--- src/inc/clc_pkg.sv ---
// closed-loop settings register: shared constants, types and rate table
// assumes a single 25 MHz clock and a classic wishbone register port

// ==========================================================
// package
package clc_pkg;

	// ==========================================================
	// register map
	localparam logic [7:0] CLC_ADDR_SETTINGS_ONE = 8'h88;
	localparam logic [31:0] CLC_SETTINGS_RESET = 32'h0000_0000;
	localparam logic [31:0] CLC_UNMAPPED_READ = 32'h0000_0000;

	// ==========================================================
	// field positions
	localparam int CLC_PARITY_BIT = 31;
	localparam int CLC_OVERMOD_BIT = 30;
	localparam int CLC_ACCEL_MSB = 29;
	localparam int CLC_ACCEL_LSB = 25;
	localparam int CLC_DECEL_SRC_BIT = 24;
	localparam int CLC_DECEL_MSB = 23;
	localparam int CLC_DECEL_LSB = 19;
	localparam int CLC_SURGE_BIT = 3;

	// ==========================================================
	// rates, in units of 0.1 Hz/s; speed in units of 0.1 mHz
	localparam int CLC_RATE_W = 20;
	localparam logic [4:0] CLC_RATE_UNLIMITED = 5'h1F;
	localparam logic [19:0] CLC_RATE_NONE = 20'h0_0000;

	// ==========================================================
	// timing: one ramp step per millisecond
	localparam int CLC_CLOCK_HZ = 25_000_000;
	localparam int CLC_TICK_US = 1000;
	localparam int CLC_TICK_CYCLES = CLC_CLOCK_HZ / 1_000_000 * CLC_TICK_US;

	// ==========================================================
	// ramp direction states
	typedef enum logic [2:0] {
		CLC_HOLD = 3'b001,
		CLC_RISE = 3'b010,
		CLC_FALL = 3'b100
	} clc_ramp_e;

	// code to rate; code 1Fh has no rate and means no limit
	function automatic logic [19:0] clc_rate_lookup(input logic [4:0] code);
		logic [19:0] r;
		r = CLC_RATE_NONE;
		case (code)
			5'h00: r = 20'h0_0005;
			5'h01: r = 20'h0_000A;
			5'h02: r = 20'h0_0019;
			5'h03: r = 20'h0_0032;
			5'h04: r = 20'h0_004B;
			5'h05: r = 20'h0_0064;
			5'h06: r = 20'h0_00C8;
			5'h07: r = 20'h0_0190;
			5'h08: r = 20'h0_0258;
			5'h09: r = 20'h0_0320;
			5'h0A: r = 20'h0_03E8;
			5'h0B: r = 20'h0_07D0;
			5'h0C: r = 20'h0_0BB8;
			5'h0D: r = 20'h0_0FA0;
			5'h0E: r = 20'h0_1388;
			5'h0F: r = 20'h0_1770;
			5'h10: r = 20'h0_1B58;
			5'h11: r = 20'h0_1F40;
			5'h12: r = 20'h0_2328;
			5'h13: r = 20'h0_2710;
			5'h14: r = 20'h0_4E20;
			5'h15: r = 20'h0_9C40;
			5'h16: r = 20'h0_EA60;
			5'h17: r = 20'h1_3880;
			5'h18: r = 20'h1_86A0;
			5'h19: r = 20'h3_0D40;
			5'h1A: r = 20'h4_93E0;
			5'h1B: r = 20'h6_1A80;
			5'h1C: r = 20'h7_A120;
			5'h1D: r = 20'h9_27C0;
			5'h1E: r = 20'hA_AE60;
			default: r = CLC_RATE_NONE;
		endcase
		return r;
	endfunction

endpackage

--- src/inc/clc_rate_if.sv ---
// rate lookup carrier between the settings top and its rate decoders
// assumes both ends sit in the same clock domain

// ==========================================================
// interface
interface clc_rate_if;
	logic [4:0] code;
	logic [19:0] rate;
	logic unlimited;

	modport lookup (
		input code,
		output rate,
		output unlimited
	);

	modport user (
		output code,
		input rate,
		input unlimited
	);
endinterface

--- src/verilog/clc_rate_sel.sv ---
// registered rate decoder: turns a five-bit rate code into a step size
// assumes the code is stable for a cycle before the rate is used

// ==========================================================
// module
module clc_rate_sel (
	input wire logic i_clock,
	input wire logic i_rst_b,
	clc_rate_if.lookup rate_if
);

	logic [19:0] rate_r;
	logic unlimited_r;

	// table output registered so the ramp adder sees a clean value
	always_ff @(posedge i_clock) begin
		if (!i_rst_b) begin
			rate_r <= clc_pkg::CLC_RATE_NONE;
			unlimited_r <= 1'b0;
		end else begin
			rate_r <= clc_pkg::clc_rate_lookup(rate_if.code);
			unlimited_r <= (rate_if.code == clc_pkg::CLC_RATE_UNLIMITED);
		end
	end

	assign rate_if.rate = rate_r;
	assign rate_if.unlimited = unlimited_r;

	// ==========================================================
	// assertions
	a_top_code_free: assert property (
		@(posedge i_clock) disable iff (!i_rst_b)
		(rate_if.code == clc_pkg::CLC_RATE_UNLIMITED) |=> rate_if.unlimited
	) else $error("code 1Fh did not lift the rate limit");

	a_rate_monotone: assert property (
		@(posedge i_clock) disable iff (!i_rst_b)
		(rate_if.code != 5'h00 && rate_if.code != clc_pkg::CLC_RATE_UNLIMITED)
		|=> (rate_if.rate > clc_pkg::clc_rate_lookup($past(rate_if.code) - 5'h01))
		&& !rate_if.unlimited
	) else $error("rate not above the rate of the code below");

endmodule

--- src/verilog/clc_top.sv ---
// closed-loop settings register with its speed ramp limiter
// assumes a classic wishbone master, one 25 MHz clock, sync active-low reset
//
// Design decision made here: the Wishbone register port.

// ==========================================================
// module
module clc_top #(
	parameter int P_TICK_CYCLES = clc_pkg::CLC_TICK_CYCLES
) (
	input wire logic i_clock,
	input wire logic i_rst_b,
	input wire logic i_wb_cyc,
	input wire logic i_wb_stb,
	input wire logic i_wb_we,
	input wire logic [7:0] i_wb_adr,
	input wire logic [3:0] i_wb_sel,
	input wire logic [31:0] i_wb_dat,
	input wire logic [31:0] i_speed_target,
	output logic [31:0] o_wb_dat,
	output logic o_wb_ack,
	output logic [31:0] o_settings_word,
	output logic o_overmod_enable,
	output logic o_decel_field_in_use,
	output logic [31:0] o_speed_ref,
	output logic o_ramp_rising,
	output logic o_ramp_falling
);

	// ==========================================================
	// bus slave
	logic [31:0] settings_r;
	logic [31:0] settings_nxt;
	logic [31:0] rd_dat_r;
	logic ack_r;
	logic ack_nxt;

	wire req_live = i_wb_cyc && i_wb_stb;
	wire addr_hit = (i_wb_adr == clc_pkg::CLC_ADDR_SETTINGS_ONE);
	wire wr_take = req_live && i_wb_we && ack_r && addr_hit;
	wire rd_load = req_live && !ack_r;
	wire [31:0] rd_value = addr_hit ? settings_r : clc_pkg::CLC_UNMAPPED_READ;

	// byte lanes expanded to a bit mask
	wire [31:0] lane_mask = {{8{i_wb_sel[3]}}, {8{i_wb_sel[2]}},
		{8{i_wb_sel[1]}}, {8{i_wb_sel[0]}}};

	// every bit is plain storage, parity included; no check is made on it
	assign settings_nxt = wr_take ? ((settings_r & ~lane_mask) | (i_wb_dat & lane_mask))
		: settings_r;

	// ack one cycle after the request, dropped the cycle after
	assign ack_nxt = req_live && !ack_r;

	// settings word, zero out of reset
	always_ff @(posedge i_clock) begin
		if (!i_rst_b) begin
			settings_r <= clc_pkg::CLC_SETTINGS_RESET;
		end else begin
			settings_r <= settings_nxt;
		end
	end

	// ack and read data; unmapped reads answer zero, writes there vanish
	always_ff @(posedge i_clock) begin
		if (!i_rst_b) begin
			ack_r <= 1'b0;
			rd_dat_r <= clc_pkg::CLC_UNMAPPED_READ;
		end else begin
			ack_r <= ack_nxt;
			if (rd_load) begin
				rd_dat_r <= rd_value;
			end
		end
	end

	assign o_wb_ack = ack_r;
	assign o_wb_dat = rd_dat_r;
	assign o_settings_word = settings_r;

	// ==========================================================
	// field decode
	wire overmod_bit = settings_r[clc_pkg::CLC_OVERMOD_BIT];
	wire decel_source_select = settings_r[clc_pkg::CLC_DECEL_SRC_BIT];
	wire surge_guard_enable = settings_r[clc_pkg::CLC_SURGE_BIT];
	wire [4:0] loop_accel_rate_code =
		settings_r[clc_pkg::CLC_ACCEL_MSB:clc_pkg::CLC_ACCEL_LSB];
	wire [4:0] loop_decel_rate_code =
		settings_r[clc_pkg::CLC_DECEL_MSB:clc_pkg::CLC_DECEL_LSB];

	// overmodulation stays off unless software sets the bit
	assign o_overmod_enable = overmod_bit;

	// decel field only counts with surge guard off and source bit clear
	assign o_decel_field_in_use = !decel_source_select && !surge_guard_enable;

	// ==========================================================
	// rate decoders
	clc_rate_if accel_if ();
	clc_rate_if decel_if ();

	assign accel_if.code = loop_accel_rate_code;
	assign decel_if.code = loop_decel_rate_code;

	clc_rate_sel u_accel_sel (
		.i_clock (i_clock),
		.i_rst_b (i_rst_b),
		.rate_if (accel_if)
	);

	clc_rate_sel u_decel_sel (
		.i_clock (i_clock),
		.i_rst_b (i_rst_b),
		.rate_if (decel_if)
	);

	// falling step: field rate, or accel rate when the field is not in use
	wire fall_unl = o_decel_field_in_use ? decel_if.unlimited
		: accel_if.unlimited;
	wire [19:0] fall_rate = o_decel_field_in_use ? decel_if.rate
		: accel_if.rate;
	wire [31:0] rise_step = {12'h000, accel_if.rate};
	wire [31:0] fall_step = {12'h000, fall_rate};

	// ==========================================================
	// millisecond step divider
	logic [15:0] tick_cnt_r;
	wire tick = (tick_cnt_r == 16'(P_TICK_CYCLES - 1));

	// divider free runs from reset; the ramp moves one step per pulse
	always_ff @(posedge i_clock) begin
		if (!i_rst_b) begin
			tick_cnt_r <= 16'h0000;
		end else if (tick) begin
			tick_cnt_r <= 16'h0000;
		end else begin
			tick_cnt_r <= tick_cnt_r + 16'h0001;
		end
	end

	// ==========================================================
	// speed ramp
	clc_pkg::clc_ramp_e ramp_r;
	clc_pkg::clc_ramp_e ramp_nxt;
	logic [31:0] speed_r;
	logic [31:0] speed_nxt;

	wire up_ok = i_speed_target > speed_r;
	wire dn_ok = i_speed_target < speed_r;
	wire [31:0] gap_up = i_speed_target - speed_r;
	wire [31:0] gap_dn = speed_r - i_speed_target;
	wire rise_snap = accel_if.unlimited || (gap_up <= rise_step);
	wire fall_snap = fall_unl || (gap_dn <= fall_step);

	// direction follows the target; a snapped step never overshoots it
	always_comb begin
		ramp_nxt = clc_pkg::CLC_HOLD;
		if (up_ok) begin
			ramp_nxt = clc_pkg::CLC_RISE;
		end else if (dn_ok) begin
			ramp_nxt = clc_pkg::CLC_FALL;
		end
	end

	// step once per tick; a stale direction after a target jump holds
	always_comb begin
		speed_nxt = speed_r;
		case (ramp_r)
			clc_pkg::CLC_RISE: begin
				if (tick && up_ok) begin
					speed_nxt = rise_snap ? i_speed_target : speed_r + rise_step;
				end
			end
			clc_pkg::CLC_FALL: begin
				if (tick && dn_ok) begin
					speed_nxt = fall_snap ? i_speed_target : speed_r - fall_step;
				end
			end
			clc_pkg::CLC_HOLD: begin
				speed_nxt = speed_r;
			end
			default: begin
				speed_nxt = speed_r;
			end
		endcase
	end

	// ramp registers
	always_ff @(posedge i_clock) begin
		if (!i_rst_b) begin
			ramp_r <= clc_pkg::CLC_HOLD;
			speed_r <= 32'h0000_0000;
		end else begin
			ramp_r <= ramp_nxt;
			speed_r <= speed_nxt;
		end
	end

	assign o_speed_ref = speed_r;
	assign o_ramp_rising = (ramp_r == clc_pkg::CLC_RISE);
	assign o_ramp_falling = (ramp_r == clc_pkg::CLC_FALL);

	// ==========================================================
	// assertions
	a_reset_reads_zero: assert property (
		@(posedge i_clock)
		!i_rst_b |=> (settings_r == 32'h0000_0000) && !o_wb_ack
	) else $error("settings not zero after reset");

	a_read_addr_88: assert property (
		@(posedge i_clock) disable iff (!i_rst_b)
		(rd_load && addr_hit && !i_wb_we) |=> o_wb_ack && (o_wb_dat == $past(settings_r))
	) else $error("read of 88h did not return the settings");

	a_write_full_word: assert property (
		@(posedge i_clock) disable iff (!i_rst_b)
		(wr_take && i_wb_sel == 4'hF) |=> (settings_r == $past(i_wb_dat))
	) else $error("full word write not stored");

	a_write_elsewhere: assert property (
		@(posedge i_clock) disable iff (!i_rst_b)
		(req_live && i_wb_we && ack_r && !addr_hit) |=> $stable(settings_r)
	) else $error("unmapped write changed the settings");

	a_overmod_gate: assert property (
		@(posedge i_clock) disable iff (!i_rst_b)
		(wr_take && i_wb_sel[3]) |=> (o_overmod_enable == $past(i_wb_dat[30]))
	) else $error("overmodulation enable does not follow its bit");

	a_rise_step: assert property (
		@(posedge i_clock) disable iff (!i_rst_b)
		(tick && ramp_r == clc_pkg::CLC_RISE && up_ok && !rise_snap)
		|=> (speed_r == $past(speed_r) + $past(rise_step))
	) else $error("rising step not equal to accel rate");

	a_rise_unlimited: assert property (
		@(posedge i_clock) disable iff (!i_rst_b)
		(tick && ramp_r == clc_pkg::CLC_RISE && up_ok && accel_if.unlimited)
		|=> (speed_r == $past(i_speed_target))
	) else $error("unlimited rise did not reach target");

	a_fall_accel: assert property (
		@(posedge i_clock) disable iff (!i_rst_b)
		(tick && ramp_r == clc_pkg::CLC_FALL && dn_ok && decel_source_select
		&& !accel_if.unlimited && gap_dn > rise_step)
		|=> (speed_r == $past(speed_r) - $past(rise_step))
	) else $error("fall with source bit set not at accel rate");

	a_fall_field: assert property (
		@(posedge i_clock) disable iff (!i_rst_b)
		(tick && ramp_r == clc_pkg::CLC_FALL && dn_ok && o_decel_field_in_use
		&& !decel_if.unlimited && gap_dn > {12'h000, decel_if.rate})
		|=> (speed_r == $past(speed_r) - {12'h000, $past(decel_if.rate)})
	) else $error("fall with source bit clear not at field rate");

	a_surge_blocks_field: assert property (
		@(posedge i_clock) disable iff (!i_rst_b)
		surge_guard_enable |-> !o_decel_field_in_use && (fall_rate == accel_if.rate)
	) else $error("decel field used while surge guard enabled");

	a_unmapped_read_zero: assert property (
		@(posedge i_clock) disable iff (!i_rst_b)
		(rd_load && !addr_hit && !i_wb_we) |=> o_wb_ack && (o_wb_dat == 32'h0000_0000)
	) else $error("read away from 88h did not answer zero");

	a_ack_one_cycle: assert property (
		@(posedge i_clock) disable iff (!i_rst_b)
		o_wb_ack |=> !o_wb_ack
	) else $error("ack held longer than one cycle");

	// ==========================================================
	// covers
	c_write_settings: cover property (
		@(posedge i_clock) disable iff (!i_rst_b)
		wr_take && addr_hit
	);

	c_rise_to_target: cover property (
		@(posedge i_clock) disable iff (!i_rst_b)
		tick && ramp_r == clc_pkg::CLC_RISE && rise_snap ##1 ramp_r == clc_pkg::CLC_HOLD
	);

	c_fall_by_field: cover property (
		@(posedge i_clock) disable iff (!i_rst_b)
		tick && o_ramp_falling && dn_ok && o_decel_field_in_use
	);

	c_rise_unlimited: cover property (
		@(posedge i_clock) disable iff (!i_rst_b)
		tick && o_ramp_rising && up_ok && accel_if.unlimited
	);

	c_fall_by_accel: cover property (
		@(posedge i_clock) disable iff (!i_rst_b)
		tick && o_ramp_falling && dn_ok && decel_source_select
	);

endmodule
--- config.mk ---
export PLATFORM = sky130hd
export DESIGN_NAME = clc_top
export DESIGN_NICKNAME = d
export VERILOG_FILES = /design/src/inc/clc_pkg.sv /design/src/inc/clc_rate_if.sv /design/src/verilog/clc_rate_sel.sv /design/src/verilog/clc_top.sv
export SDC_FILE = /design/constraint.sdc
export NUM_CORES = 1
export LEC_CHECK = 0
export ABC_CLOCK_PERIOD_IN_PS = 9670
export BUFFER_PORTS_ARGS = -buffer_cell sky130_fd_sc_hd__buf_4
export CAP_MARGIN = 20
export CORE_MARGIN = 2
export CORE_UTILIZATION = 60
export CTS_CLUSTER_SIZE = 16
export DETAILED_ROUTE_END_ITERATION = 6
export PLACE_DENSITY = 0.82
export SLEW_MARGIN = 40
export SYNTH_ARGS = -nofsm -noshare
export SYNTH_HDL_FRONTEND = slang
export SYNTH_HIERARCHICAL = 1
export SYNTH_SLANG_ARGS = --single-unit
--- constraint.sdc ---
create_clock -name i_clock -period 9.67 [get_ports i_clock]
set_input_delay 0 -clock i_clock [delete_from_list [all_inputs] [get_ports i_clock]]
set_output_delay 0 -clock i_clock [all_outputs]
set_load 0.03 [all_outputs]
# --- Word level (Yosys, flattened, before mapping) ---
# Memories as Yosys holds them, arrays and structs flattened. A register that Yosys moved wholly into a read port is not among the register bits.
# Cells that the tools add are included.
totals:
  ff_bits: 118
  wordCells: 62
  mem_bits_ro: 1280
  mem_count: 2
  out_inout_bits: 101
  inputBits: 81
mem_list:
  columns: ["memory", "words", "width", "read_ports", "rd_ports_with_merged_regs", "wr", "line_no", "rtl"]
  rows:
  - ["(name not given)", 32, 20, 1, 1, 0, "clc_pkg.sv:49", "case (code)"]
  - ["(name not given)", 32, 20, 1, 1, 0, "clc_pkg.sv:49", null]
op_classes:
  n_lt_le_gt_ge: 4
  n_addsub: 5
  muxes: 10
  reduce_logical: 19
  eq_ne: 8
  n_bitwise: 5
op_table:
  columns: ["op", "count"]
  rows:
  - ["$mux 32", 5]
  - ["$and 32x32->32", 2]
  - ["$le 32x20->1", 2]
  - ["$pmux 32 s2", 1]
  - ["$sub 32x32->32", 2]
  - ["$add 32x20->32", 1]
  - ["$gt 32x32->1", 1]
  - ["$lt 32x32->1", 1]
  - ["$not 32->32", 1]
  - ["$or 32x32->32", 1]
  - ["$sub 32x20->32", 1]
  - ["$mux 20", 1]
  - ["$add 16x1->16 const B", 1]
  - ["$eq 16x15->1 const B", 1]
  - ["$eq 5x5->1 const B", 2]
  - ["$eq 8x8->1 const B", 1]
  - ["$logic_and 1x1->1", 8]
  - ["$logic_not 1->1", 5]
  - ["$ne 2x1->1 const B", 2]
  - ["$reduce_or 2->1", 2]
  - ["$eq 3x2->1 const B", 1]
  - ["$eq 3x3->1 const B", 1]
  - ["$mux 3", 1]
  - ["$reduce_and 3->1", 1]
  - ["other kinds (5)", 6]

# --- Depth between registers and ports, before layout ---
# Gate-level depths: netlist of the first run.
logic_depth:
  word_depth: 8
  depth_mapped: 28
  ltp_nobuf: 25

# --- Modules after synthesis ---
# The synthesis of the first run kept the hierarchy.
by_module_without_submodules:
  columns: ["mod", "seq_area_each_um2", "area_per_inst_um2", "cells_per_inst", "n_inst"]
  rows:
  - ["clc_top", 2322.2, 12263.0, 1607, 1]
  - ["clc_rate_sel (u_accel_sel)", 420.4, 1187.4, 140, 1]
  - ["clc_rate_sel (u_decel_sel)", 420.4, 1141.1, 135, 1]

# --- Worst setup path before layout of the first run ---
# Ideal clock, no wire load.
synth_path:
  path_type: "reg2reg"
  start: "reg speed_r[1] (netlist: o_speed_ref[1])"
  end: "reg speed_r[20] (netlist: o_speed_ref[20])"
  arrival_ps: 5101
  n_path_buf: 0
  slack_ps: 4454
  stages_incl_launch_ff: 24
  synth_period_minus_slack_ps: 5216
  setup_ps: 115
  required_ps: 9555
  path_cell_list: "dfxtp_1 > inv_1 > ha_1 > a21oi_4 > a21oi_1 > o21a_1 > nor3_1 > o21ai_0 > a21boi_0 > o21ai_0 > nand3_1 > nand2_1 > xor2_1 > ha_1 > a21oi_1 > o21ai_0 > a2111oi_0 > a31oi_1 > or4_1 > nor4_4 > a211oi_4 > and2_1 > a211o_1 > a31o_1"
synth_via:
  elab_chain_cells: 6
  elab_cells_between_ends: 20
  classes_between: "add/sub: 4; order compare: 4; eq/ne: 2; mux: 5; reduce/logical: 5"
synth_lines:
  columns: ["element", "line_no", "rtl"]
  rows:
  - ["from (decl)", "clc_top.sv:145", "logic [31:0] speed_r;"]
  - ["from (signal assigned)", "clc_top.sv:195", "speed_r <= speed_nxt;"]
  - ["$sub 32x32->32 (on tied branches)", "clc_top.sv:151, clc_top.sv:150", null]
  - ["$le 32x20->1 (on tied branches)", "clc_top.sv:153, clc_top.sv:152", null]
  - ["$logic_or 1x1->1 (on tied branches)", "clc_top.sv:153, clc_top.sv:152", null]
  - ["$mux 32 (on tied branches)", "clc_top.sv:176, clc_top.sv:171", null]
  - ["$mux 32 (on tied branches)", "clc_top.sv:175, clc_top.sv:170", null]
  - ["$pmux 32 s2", "clc_top.sv:168", "case (ramp_r)"]
# Several ways; a longest one is shown, not always the timed one. The select of a mux whose other input is x is not followed.
# A chain may end at the register's enable or synchronous reset.

# --- Worst setup path in the final report of the first run ---
layout_path:
  start: "reg speed_r[1] (netlist: o_speed_ref[1])"
  end: "reg speed_r[21] (netlist: o_speed_ref[21])"
# Same word-level chain as after synthesis.

==> summary.txt, run 1 <==
Fill cell count: 1,927
HP Class: in2reg
Met3 GRT Util: 6.31%
Setup crit end: o_speed_ref[21]
Initial antenna violation count: 1
Worst-path maximum fanout: 26
Remaining DRCs: 0
Largest net degree at the start of global routing: 86
Final std cells w/o fill: 2,395
Post-synthesis average cell area: 7.75 um^2
Clock Latency Late Sink: 440 ps
Relative slew margins: 40.9%
Post-CTS Setup Inserts: 0
Most Crowded Layer GR: met2
GR Util met2: 63.5%
RR Endpoint: o_speed_ref[21]
Ranking of synthesized cells by area: dfxtp_1 22%, ha_1 14%, a21oi_1 5.4%
Main synth FF type: dfxtp_1
CTS tree: done
GR Util All Layers: 39.3%
Leakage power: 7.55 nW
Pins Over Slew Limit: 0
CP endpoint kind: flip-flop
Worst Tran Pin Value: 879 ps
Crit path DAT: 6810 ps
Hold-fix buffers, CTS: 61
Clock Tree Root: clkbuf_16
P per Cell Area: 95.2 nW/um^2
WP data required: 9990 ps
Skew final: 11.4 ps
Logic pwr share: 16.5%
Share of the synthesized area in the top cell type: 21.7%
Crit start category: flip-flop
Flop pwr share: 40.1%
DP Cell Count: 2,303
Fin. Hold Viols: 0
Via count: 15,419
Remaining global-route overflow: 0
Area of placed instances: 16,000 um^2
Cell taking the most area after synthesis: dfxtp_1
Routed wire per std cell: 21.4 um
Top-level port count: 182
Tmin final: 6490 ps
Run status: finished clean
Initial Utilization: 60.5%
Switching share of total power: 28.6%
Number of core rows: 57
Reg2reg setup slack: 3180 ps
Area delta synth->final: 17.7%
Worst Setup SP: o_speed_ref[1]
Net Sw Power: 0.000468 W
Total Power: 0.00163 W
Max_cap viols: 0
TritonCTS Buffers: 17
Synth cell types: 98
Setup TNS: 0 ps
Ant. Diodes: 0
Clock Path Buffers: 2
M1 GR Usage: 52.5%
Internal: 0.00117 W
Fmax: 154 MHz
Die Width: 160 um
Worst flop-to-flop path startpoint: o_speed_ref[1]
Final WL: 51.3 mm
Clock Sinks: 158
Final Setup Violations: 0
PostCTS Resize Cnt: 0
Detail Route Antenna Nets: 0
Mapped Cells: 1,882
Ys async rst share: 0%
DRT iter0 DRCs: 1,580
Drt pass-1 iters: 5
Port buffer count: 181
Clock group share of total power: 43.3%
Most frequent cells in the layout: 189 x buf_4, 185 x nand2_1, 163 x ha_1, 157 x a21oi_1, 155 x dfxtp_1
Post-synth EDFFs: 0
Core Area: 24,100 um^2
Post-DP HPWL: 37.9 mm
Die area: 25,600 um^2
Fin nets: 2,307
Reg2Reg Depth: 24
Kind of critical path: reg2reg
Routability-driven placement congestion ratio: 1.00
Routed vias/inst: 6.44
Reg clk slew, reported paths: 70 ps
Sequential share of the synthesized area: 21.7%
Finished Cell Area: 17,200 um^2
Final period util: 67.1%
H-tree Lvls: 4
First-pass GRT wire length: 80.9 mm
Post-Syn Area: 14,600 um^2
Syn_nets: 2,130
Total of warnings raised by yosys: 6
Vias in the first global route: 14,728
Leading cell type in the layout, fill and taps excluded: buf_4
IR drop worst, VDD: 0.123 mV
Layout cell share with drive strength beyond 1: 13.0%
Post-synthesis register bit count: 158
RSZ-0062 raised after global routing: no
Die height: 160 um
-- per-stage QoR --
stage | util (%) | worst slack, ps | hold WS (ps)
finish | 71.2 | 3180 | 51.9
global route | 71.2 | 2750 | 81.7
CTS | 71.2 | 3270 | 29.1
global placement | 66.1 | 3450 | 249
detailed placement | 66.2 | 3300 | 260
floorplan | - | 4450 | 134
-- worst min path at each step --
| stage | from | end | slack (ps) | cells past startpoint |
|---|---|---|---|---|
| global route | i_rst_b | o_speed_ref[8] | 80 | 3 |
| detailed placement | i_wb_dat[11] | flip-flop | 260 | 3 |
| finish | i_rst_b | u_accel_sel/rate_if.rate[8] | 50 | 3 |
| global placement | i_wb_dat[18] | flip-flop | 250 | 3 |
| floorplan | i_speed_target[11] | o_speed_ref[11] | 130 | 2 |
| CTS | i_rst_b | u_accel_sel/rate_if.rate[8] | 30 | 3 |
-- power groups by stage --
| stage | combinational, W | sequential (W) | clock (W) |
|---|---|---|---|
| 6_report | 0.000270 | 0.000656 | 0.000708 |
| 4_1_cts | 0.000261 | 0.000656 | 0.000704 |
| 3_3_place_gp | 0.000237 | 0.000671 | 0 |
| 2_1_floorplan | 0.000161 | 0.000670 | 0 |
| 3_5_place_dp | 0.000240 | 0.000671 | 0 |
| 5_1_grt | 0.000293 | 0.000656 | 0.000733 |
-- synthesized netlist by cell type, drive strengths merged, types with 5 or more instances --
| master | count |
|---|---|
| a21boi | 37 |
| o21ai | 113 |
| and4 | 8 |
| dfxtp | 158 |
| o31ai | 12 |
| a21oi | 162 |
| nor4 | 14 |
| o221ai | 6 |
| nor2b | 51 |
| nand4 | 37 |
| nor3b | 8 |
| xor2 | 45 |
| a211oi | 13 |
| a31oi | 33 |
| a21o | 42 |
| nor2 | 109 |
| buf | 47 |
| nand2 | 188 |
| a31o | 5 |
| mux2i | 59 |
| ha | 163 |
| a22oi | 12 |
| xnor2 | 64 |
| and2 | 18 |
| nand2b | 18 |
| or2 | 5 |
| a211o | 5 |
| clkbuf | 45 |
| nand3 | 78 |
| o2111ai | 5 |
| inv | 112 |
| or3 | 8 |
| o22ai | 10 |
| and3 | 23 |
| o211ai | 16 |
| a221oi | 12 |
| nor3 | 40 |
| o21bai | 10 |
| o21a | 19 |
-- critical path: stages, from the launching register on --
cell and delay (ps):
dfxtp_1 530, inv_1 240, ha_1 270, a21oi_4 150, a21oi_1 120, o21a_1 210, nor3_1 450, o21ai_0 250
a21boi_0 320, o21ai_0 190, nand3_1 120, nand2_1 70, xor2_1 160, ha_1 320, a21oi_1 130, o21ai_0 100
a2111oi_0 380, a31oi_1 190, or4_1 600, nor4_4 250, a211oi_4 100, buf_4 250, a21oi_4 530, a22oi_1 190
a32o_1 230
-- kinds of logic after synthesis --
family	count (synthesis)	share of synthesized area, %
and+or+nand+nor	622	21.5
AOI/OAI and AO/OA	558	25.1
buffers and inverters	206	6.32
adders and majority gates	167	14.5
DFF	158	21.7
xor gates and xnor gates	109	6.59
muxes	62	4.28
-- layout make-up --
| cell class | count | area (um^2) | share of cell area [%] |
|---|---|---|---|
| multi-input cells | 1518 | 10500 | 61.3 |
| clock buffers | 18 | 439 | 2.56 |
| inverters | 114 | 428 | 2.49 |
| repair buffers | 250 | 2030 | 11.8 |
| well taps | 324 | 405 | 2.36 |
| clock inverters | 13 | 171 | 0.998 |
| flip-flops and latches | 158 | 3170 | 18.4 |
-- routing by layer --
| layer | part of all wire (%) | routed length [um] |
|---|---|---|
| met5 | 0.020 | 10 |
| met4 | 4.0 | 2070 |
| met3 | 9.2 | 4720 |
| met2 | 45 | 23000 |
| met1 | 42 | 21400 |
(Power assumes the default switching activity.)
==> run 2, diff against run 1 <==
- ABC_CLOCK_PERIOD_IN_PS: 9670 -> 6350
- clock period: 9.67 -> 6.35 ns (I/O delays scaled with it)
==> summary.txt, run 2 (same netlist as run 1, synthesis figures left out) <==
Detail Route Antenna Nets: 0
Clock Tree Root: clkbuf_16
Fin. Hold Viols: 0
Fin nets: 2,317
Final WL: 50.6 mm
Leakage power: 7.61 nW
Fill cell count: 1,861
Remaining DRCs: 0
Setup TNS: 0 ps
Routability-driven placement congestion ratio: 0.988
Area of placed instances: 16,000 um^2
Layout cell share with drive strength beyond 1: 13.6%
Initial Utilization: 60.5%
IR drop worst, VDD: 0.150 mV
Pins Over Slew Limit: 0
Ant. Diodes: 0
Final period util: 94.7%
Die height: 160 um
Post-DP HPWL: 37.6 mm
Kind of critical path: reg2reg
Final Setup Violations: 0
Max_cap viols: 0
Worst-path maximum fanout: 18
Clock Latency Late Sink: 430 ps
TritonCTS Buffers: 17
Leading cell type in the layout, fill and taps excluded: buf_4
Largest net degree at the start of global routing: 82
Port buffer count: 181
Clock Path Buffers: 2
Reg clk slew, reported paths: 80 ps
Finished Cell Area: 17,300 um^2
Most frequent cells in the layout: 198 x buf_4, 185 x nand2_1, 163 x ha_1, 158 x a21oi_1, 153 x dfxtp_1
Initial antenna violation count: 0
CP endpoint kind: flip-flop
Tmin final: 6020 ps
Area delta synth->final: 18.4%
P per Cell Area: 143 nW/um^2
Core Area: 24,100 um^2
Worst Tran Pin Value: 870 ps
First-pass GRT wire length: 79.3 mm
GR Util All Layers: 38.4%
H-tree Lvls: 4
Top-level port count: 182
Run status: finished clean
Via count: 15,428
WP data required: 6690 ps
Clock Sinks: 158
DRT iter0 DRCs: 1,470
Routed vias/inst: 6.41
Crit path DAT: 6360 ps
Total Power: 0.00247 W
Setup WS post-layout: 334 ps
Vias in the first global route: 14,578
Number of core rows: 57
Crit start category: flip-flop
Remaining global-route overflow: 0
Place WS: 391 ps
HP Class: in2reg
CTS tree: done
Final core utilization: 71.7%
Routed wire per std cell: 21.0 um
Skew final: 14.1 ps
Relative slew margins: 41.6%
Die Width: 160 um
Drt pass-1 iters: 6
Die area: 25,600 um^2
Fmax: 166 MHz
[run 2: cell count changes in the layout (fill, tap and decap cells not counted), sizes merged]
cell and change:
inv -2, buf +9, bufinv -1, clkinv +5, clkbuf -1, dlygate4sd3 +1
[run 2: worst paths after layout]
path | from | endpoint | slack, ps | depth (start not counted)
setup reg to reg | o_speed_ref[2] | o_speed_ref[18] | 330 | 25
hold reg to reg | tick_cnt_r[0] | tick_cnt_r[0] | 460 | 1
setup / recovery | o_speed_ref[2] | o_speed_ref[18] | 330 | 25
hold / removal | i_speed_target[22] | o_speed_ref[22] | 50 | 4
[run 2: stage by stage]
stage	std cells	hold WS, ps
2_1_floorplan	1882	134
6_report	2406	52.4
3_3_place_gp	2312	249
3_5_place_dp	2312	261
4_1_cts	2406	32.7
5_1_grt	2406	79.2
[run 2: report_power, final]
part / internal (W) / total, W / switching [W]
clock network: 0.000570 / 0.00106 / 0.000488
registers: 0.000995 / 0.000999 / 0.00000407
logic: 0.000176 / 0.000412 / 0.000237
[run 2: critical path, cell delays in order (launching register included)]
cell and delay, ps:
dfxtp_1 480, ha_1 430, a21oi_1 290, a211oi_2 130
nor3b_1 330, o21ai_0 190, a21oi_1 300, o21ai_0 180
a21o_1 220, a21o_1 200, nand3_1 80, nand2_1 70
xor2_1 170, ha_1 320, a21oi_1 150, o21a_1 170
o211ai_1 90, o31ai_1 260, o2111ai_1 160, nor3_1 190
nand4_1 220, or3_4 450, a21oi_4 250, buf_4 270
a22oi_1 120, a31oi_1 180
[run 2: repair_timing]
action	CTS	global route
hold buffers	62	0
setup endpoints to repair	0	24
hold endpoints to repair	62	0
gates resized for setup	0	7
buffers inserted	0	0
[run 2: final cells by class]
type | instances | area (um^2) | area share (%)
multi-input cells | 1518 | 10600 | 61.1
repair buffers | 260 | 2110 | 12.2
well taps | 324 | 405 | 2.35
inverters | 114 | 428 | 2.48
clock inverters | 15 | 193 | 1.12
clock buffers | 17 | 425 | 2.46
flip-flops and latches | 158 | 3170 | 18.3
[run 2: routing by layer]
metal | GRT usage [%] | share of wire (%) | vias up
met1 | 52.1 | 42 | 7209
met2 | 62.5 | 45 | 936
met4 | 13.5 | 3.3 | 0
met3 | 5.51 | 9.8 | 118
li1 | - | - | 7165
met5 | 0 | 0 | -
==> run 3, diff against run 2 <==
- PLACE_DENSITY: 0.82 -> unset
- PLACE_DENSITY_LB_ADDON: unset -> 0.25
==> summary.txt, run 3 (same netlist as run 1, synthesis figures left out) <==
Die area: 25,600 um^2
Kind of critical path: reg2reg
Skew final: 15.1 ps
Final period util: 93.9%
Post-CTS Setup Inserts: 0
Area delta synth->final: 18.4%
Area of placed instances: 16,000 um^2
Clock group share of total power: 42.2%
IR drop worst, VDD: 0.179 mV
Die height: 160 um
Initial antenna violation count: 1
Logic pwr share: 16.9%
Setup TNS: 0 ps
Place WS: 182 ps
P per Cell Area: 142 nW/um^2
DP Cell Count: 2,312
CP endpoint kind: flip-flop
Port buffer count: 181
HP Class: in2reg
Largest stage delay on the critical path: 530 ps
Tmin final: 5960 ps
Routability-driven placement congestion ratio: 0.993
Layout cell share with drive strength beyond 1: 13.9%
Clock Latency Late Sink: 430 ps
Worst Tran Pin Value: 898 ps
Worst-path maximum fanout: 16
Finished Cell Area: 17,300 um^2
Delay-heaviest family, CP: compound AO/OA/AOI/OAI gates
Clock Sinks: 158
TritonCTS Buffers: 17
Most frequent cells in the layout: 198 x buf_4, 184 x nand2_1, 158 x ha_1, 157 x a21oi_1, 154 x dfxtp_1
Remaining global-route overflow: 0
Crit path buf inv count: 1
Setup WS post-layout: 389 ps
Number of core rows: 57
Detail Route Antenna Nets: 0
CTS tree: done
Levels on crit path: 25
Relative slew margins: 39.7%
Die Width: 160 um
Clock Path Buffers: 2
Fin. Hold Viols: 0
H-tree Lvls: 4
Fin nets: 2,316
Internal: 0.00171 W
Switching share of total power: 30.1%
RSZ-0062 raised after global routing: no
Final std cells w/o fill: 2,405
Vias in the first global route: 14,604
First-pass GRT wire length: 78.2 mm
Drt pass-1 iters: 6
Crit start category: flip-flop
Ant. Diodes: 0
Post-DP HPWL: 37.7 mm
Reg clk slew, reported paths: 80 ps
Run status: finished clean
Fmax: 168 MHz
Leading cell type in the layout, fill and taps excluded: buf_4
Initial Utilization: 60.5%
Core Area: 24,100 um^2
GR Util All Layers: 37.7%
WHS Path Cells: 3
Flop pwr share: 40.8%
Final WL: 49.8 mm
Routed wire per std cell: 20.7 um
DRT iter0 DRCs: 1,296
Remaining DRCs: 0
Via count: 15,342
Largest net degree at the start of global routing: 75
Hold Slack: 13.0 ps
Reg2reg setup slack: 390 ps
Leakage power: 7.58 nW
WP data required: 6690 ps
Routed vias/inst: 6.38
Reg2Reg Depth: 25
Clock Tree Root: clkbuf_16
Net Sw Power: 0.000737 W
Pins Over Slew Limit: 0
Top-level port count: 182
Crit path DAT: 6300 ps
Max_cap viols: 0
Slowest cell on the critical path: or3_1
Final Setup Violations: 0
run 3: final timing paths:
path / endpoint / startpoint
max: o_speed_ref[16] / o_speed_ref[6]
min: o_speed_ref[26] / i_speed_target[26]
max reg2reg: o_speed_ref[16] / o_speed_ref[6]
min reg2reg: o_wb_dat[24] / o_wb_dat[24]
run 3: worst register-to-register path, stage by stage, from the launching register on:
cell and delay [ps]:
dfxtp_1 400, ha_2 470, nand4_1 200, o22ai_1 360
nor3b_2 100, o21ai_0 340, a21oi_2 140, o21ai_1 250
a21o_1 160, a21o_1 160, nand3_1 80, nand2_1 110
xor2_1 170, ha_1 280, a21oi_1 160, o21a_1 170
o211ai_1 90, o31ai_1 290, o2111ai_1 160, nor3_1 220
nand4_1 180, or3_1 530, a21oi_4 330, buf_4 270
nand2_1 80, a31oi_1 160
run 3: repair_timing:
action / CTS / global route
endpoints found under the hold margin: 61 / 0
endpoints found under the setup margin: 0 / 31
gates resized for setup: 0 / 16
hold buffers: 61 / 0
run 3: final cells by class:
type / instances / area (um^2)
tap: 324 / 405
sequential: 158 / 3170
fill: 1927 / 6830
timing repair buffer: 259 / 2100
clock buffer: 17 / 425
clock inverter: 15 / 186
inverter: 114 / 428
multi-input combinational: 1518 / 10600
run 3: stage by stage:
stage | power [W] | utilization [%]
after floorplan | 0.00126 | -
after global placement | 0.00138 | 66.3
after detailed placement | 0.00139 | 66.4
after CTS | 0.00244 | 71.5
after global routing | 0.00252 | 71.7
final | 0.00245 | 71.7
run 3: power groups by stage:
| stage | clock network, W | registers [W] | logic (W) |
|---|---|---|---|
| 2_1_floorplan | 0 | 0.00102 | 0.000244 |
| 3_3_place_gp | 0 | 0.00102 | 0.000362 |
| 3_5_place_dp | 0 | 0.00102 | 0.000366 |
| 4_1_cts | 0.00104 | 0.000998 | 0.000399 |
| 5_1_grt | 0.00108 | 0.000998 | 0.000448 |
| 6_report | 0.00103 | 0.000998 | 0.000414 |
run 3: per-layer routing:
layer	share of wire (%)	track usage, %	vias up
li1	-	-	7158
met5	0.020	0	-
met2	45	61.5	897
met3	9.9	5.71	95
met1	42	50.9	7190
met4	3.1	13.1	2
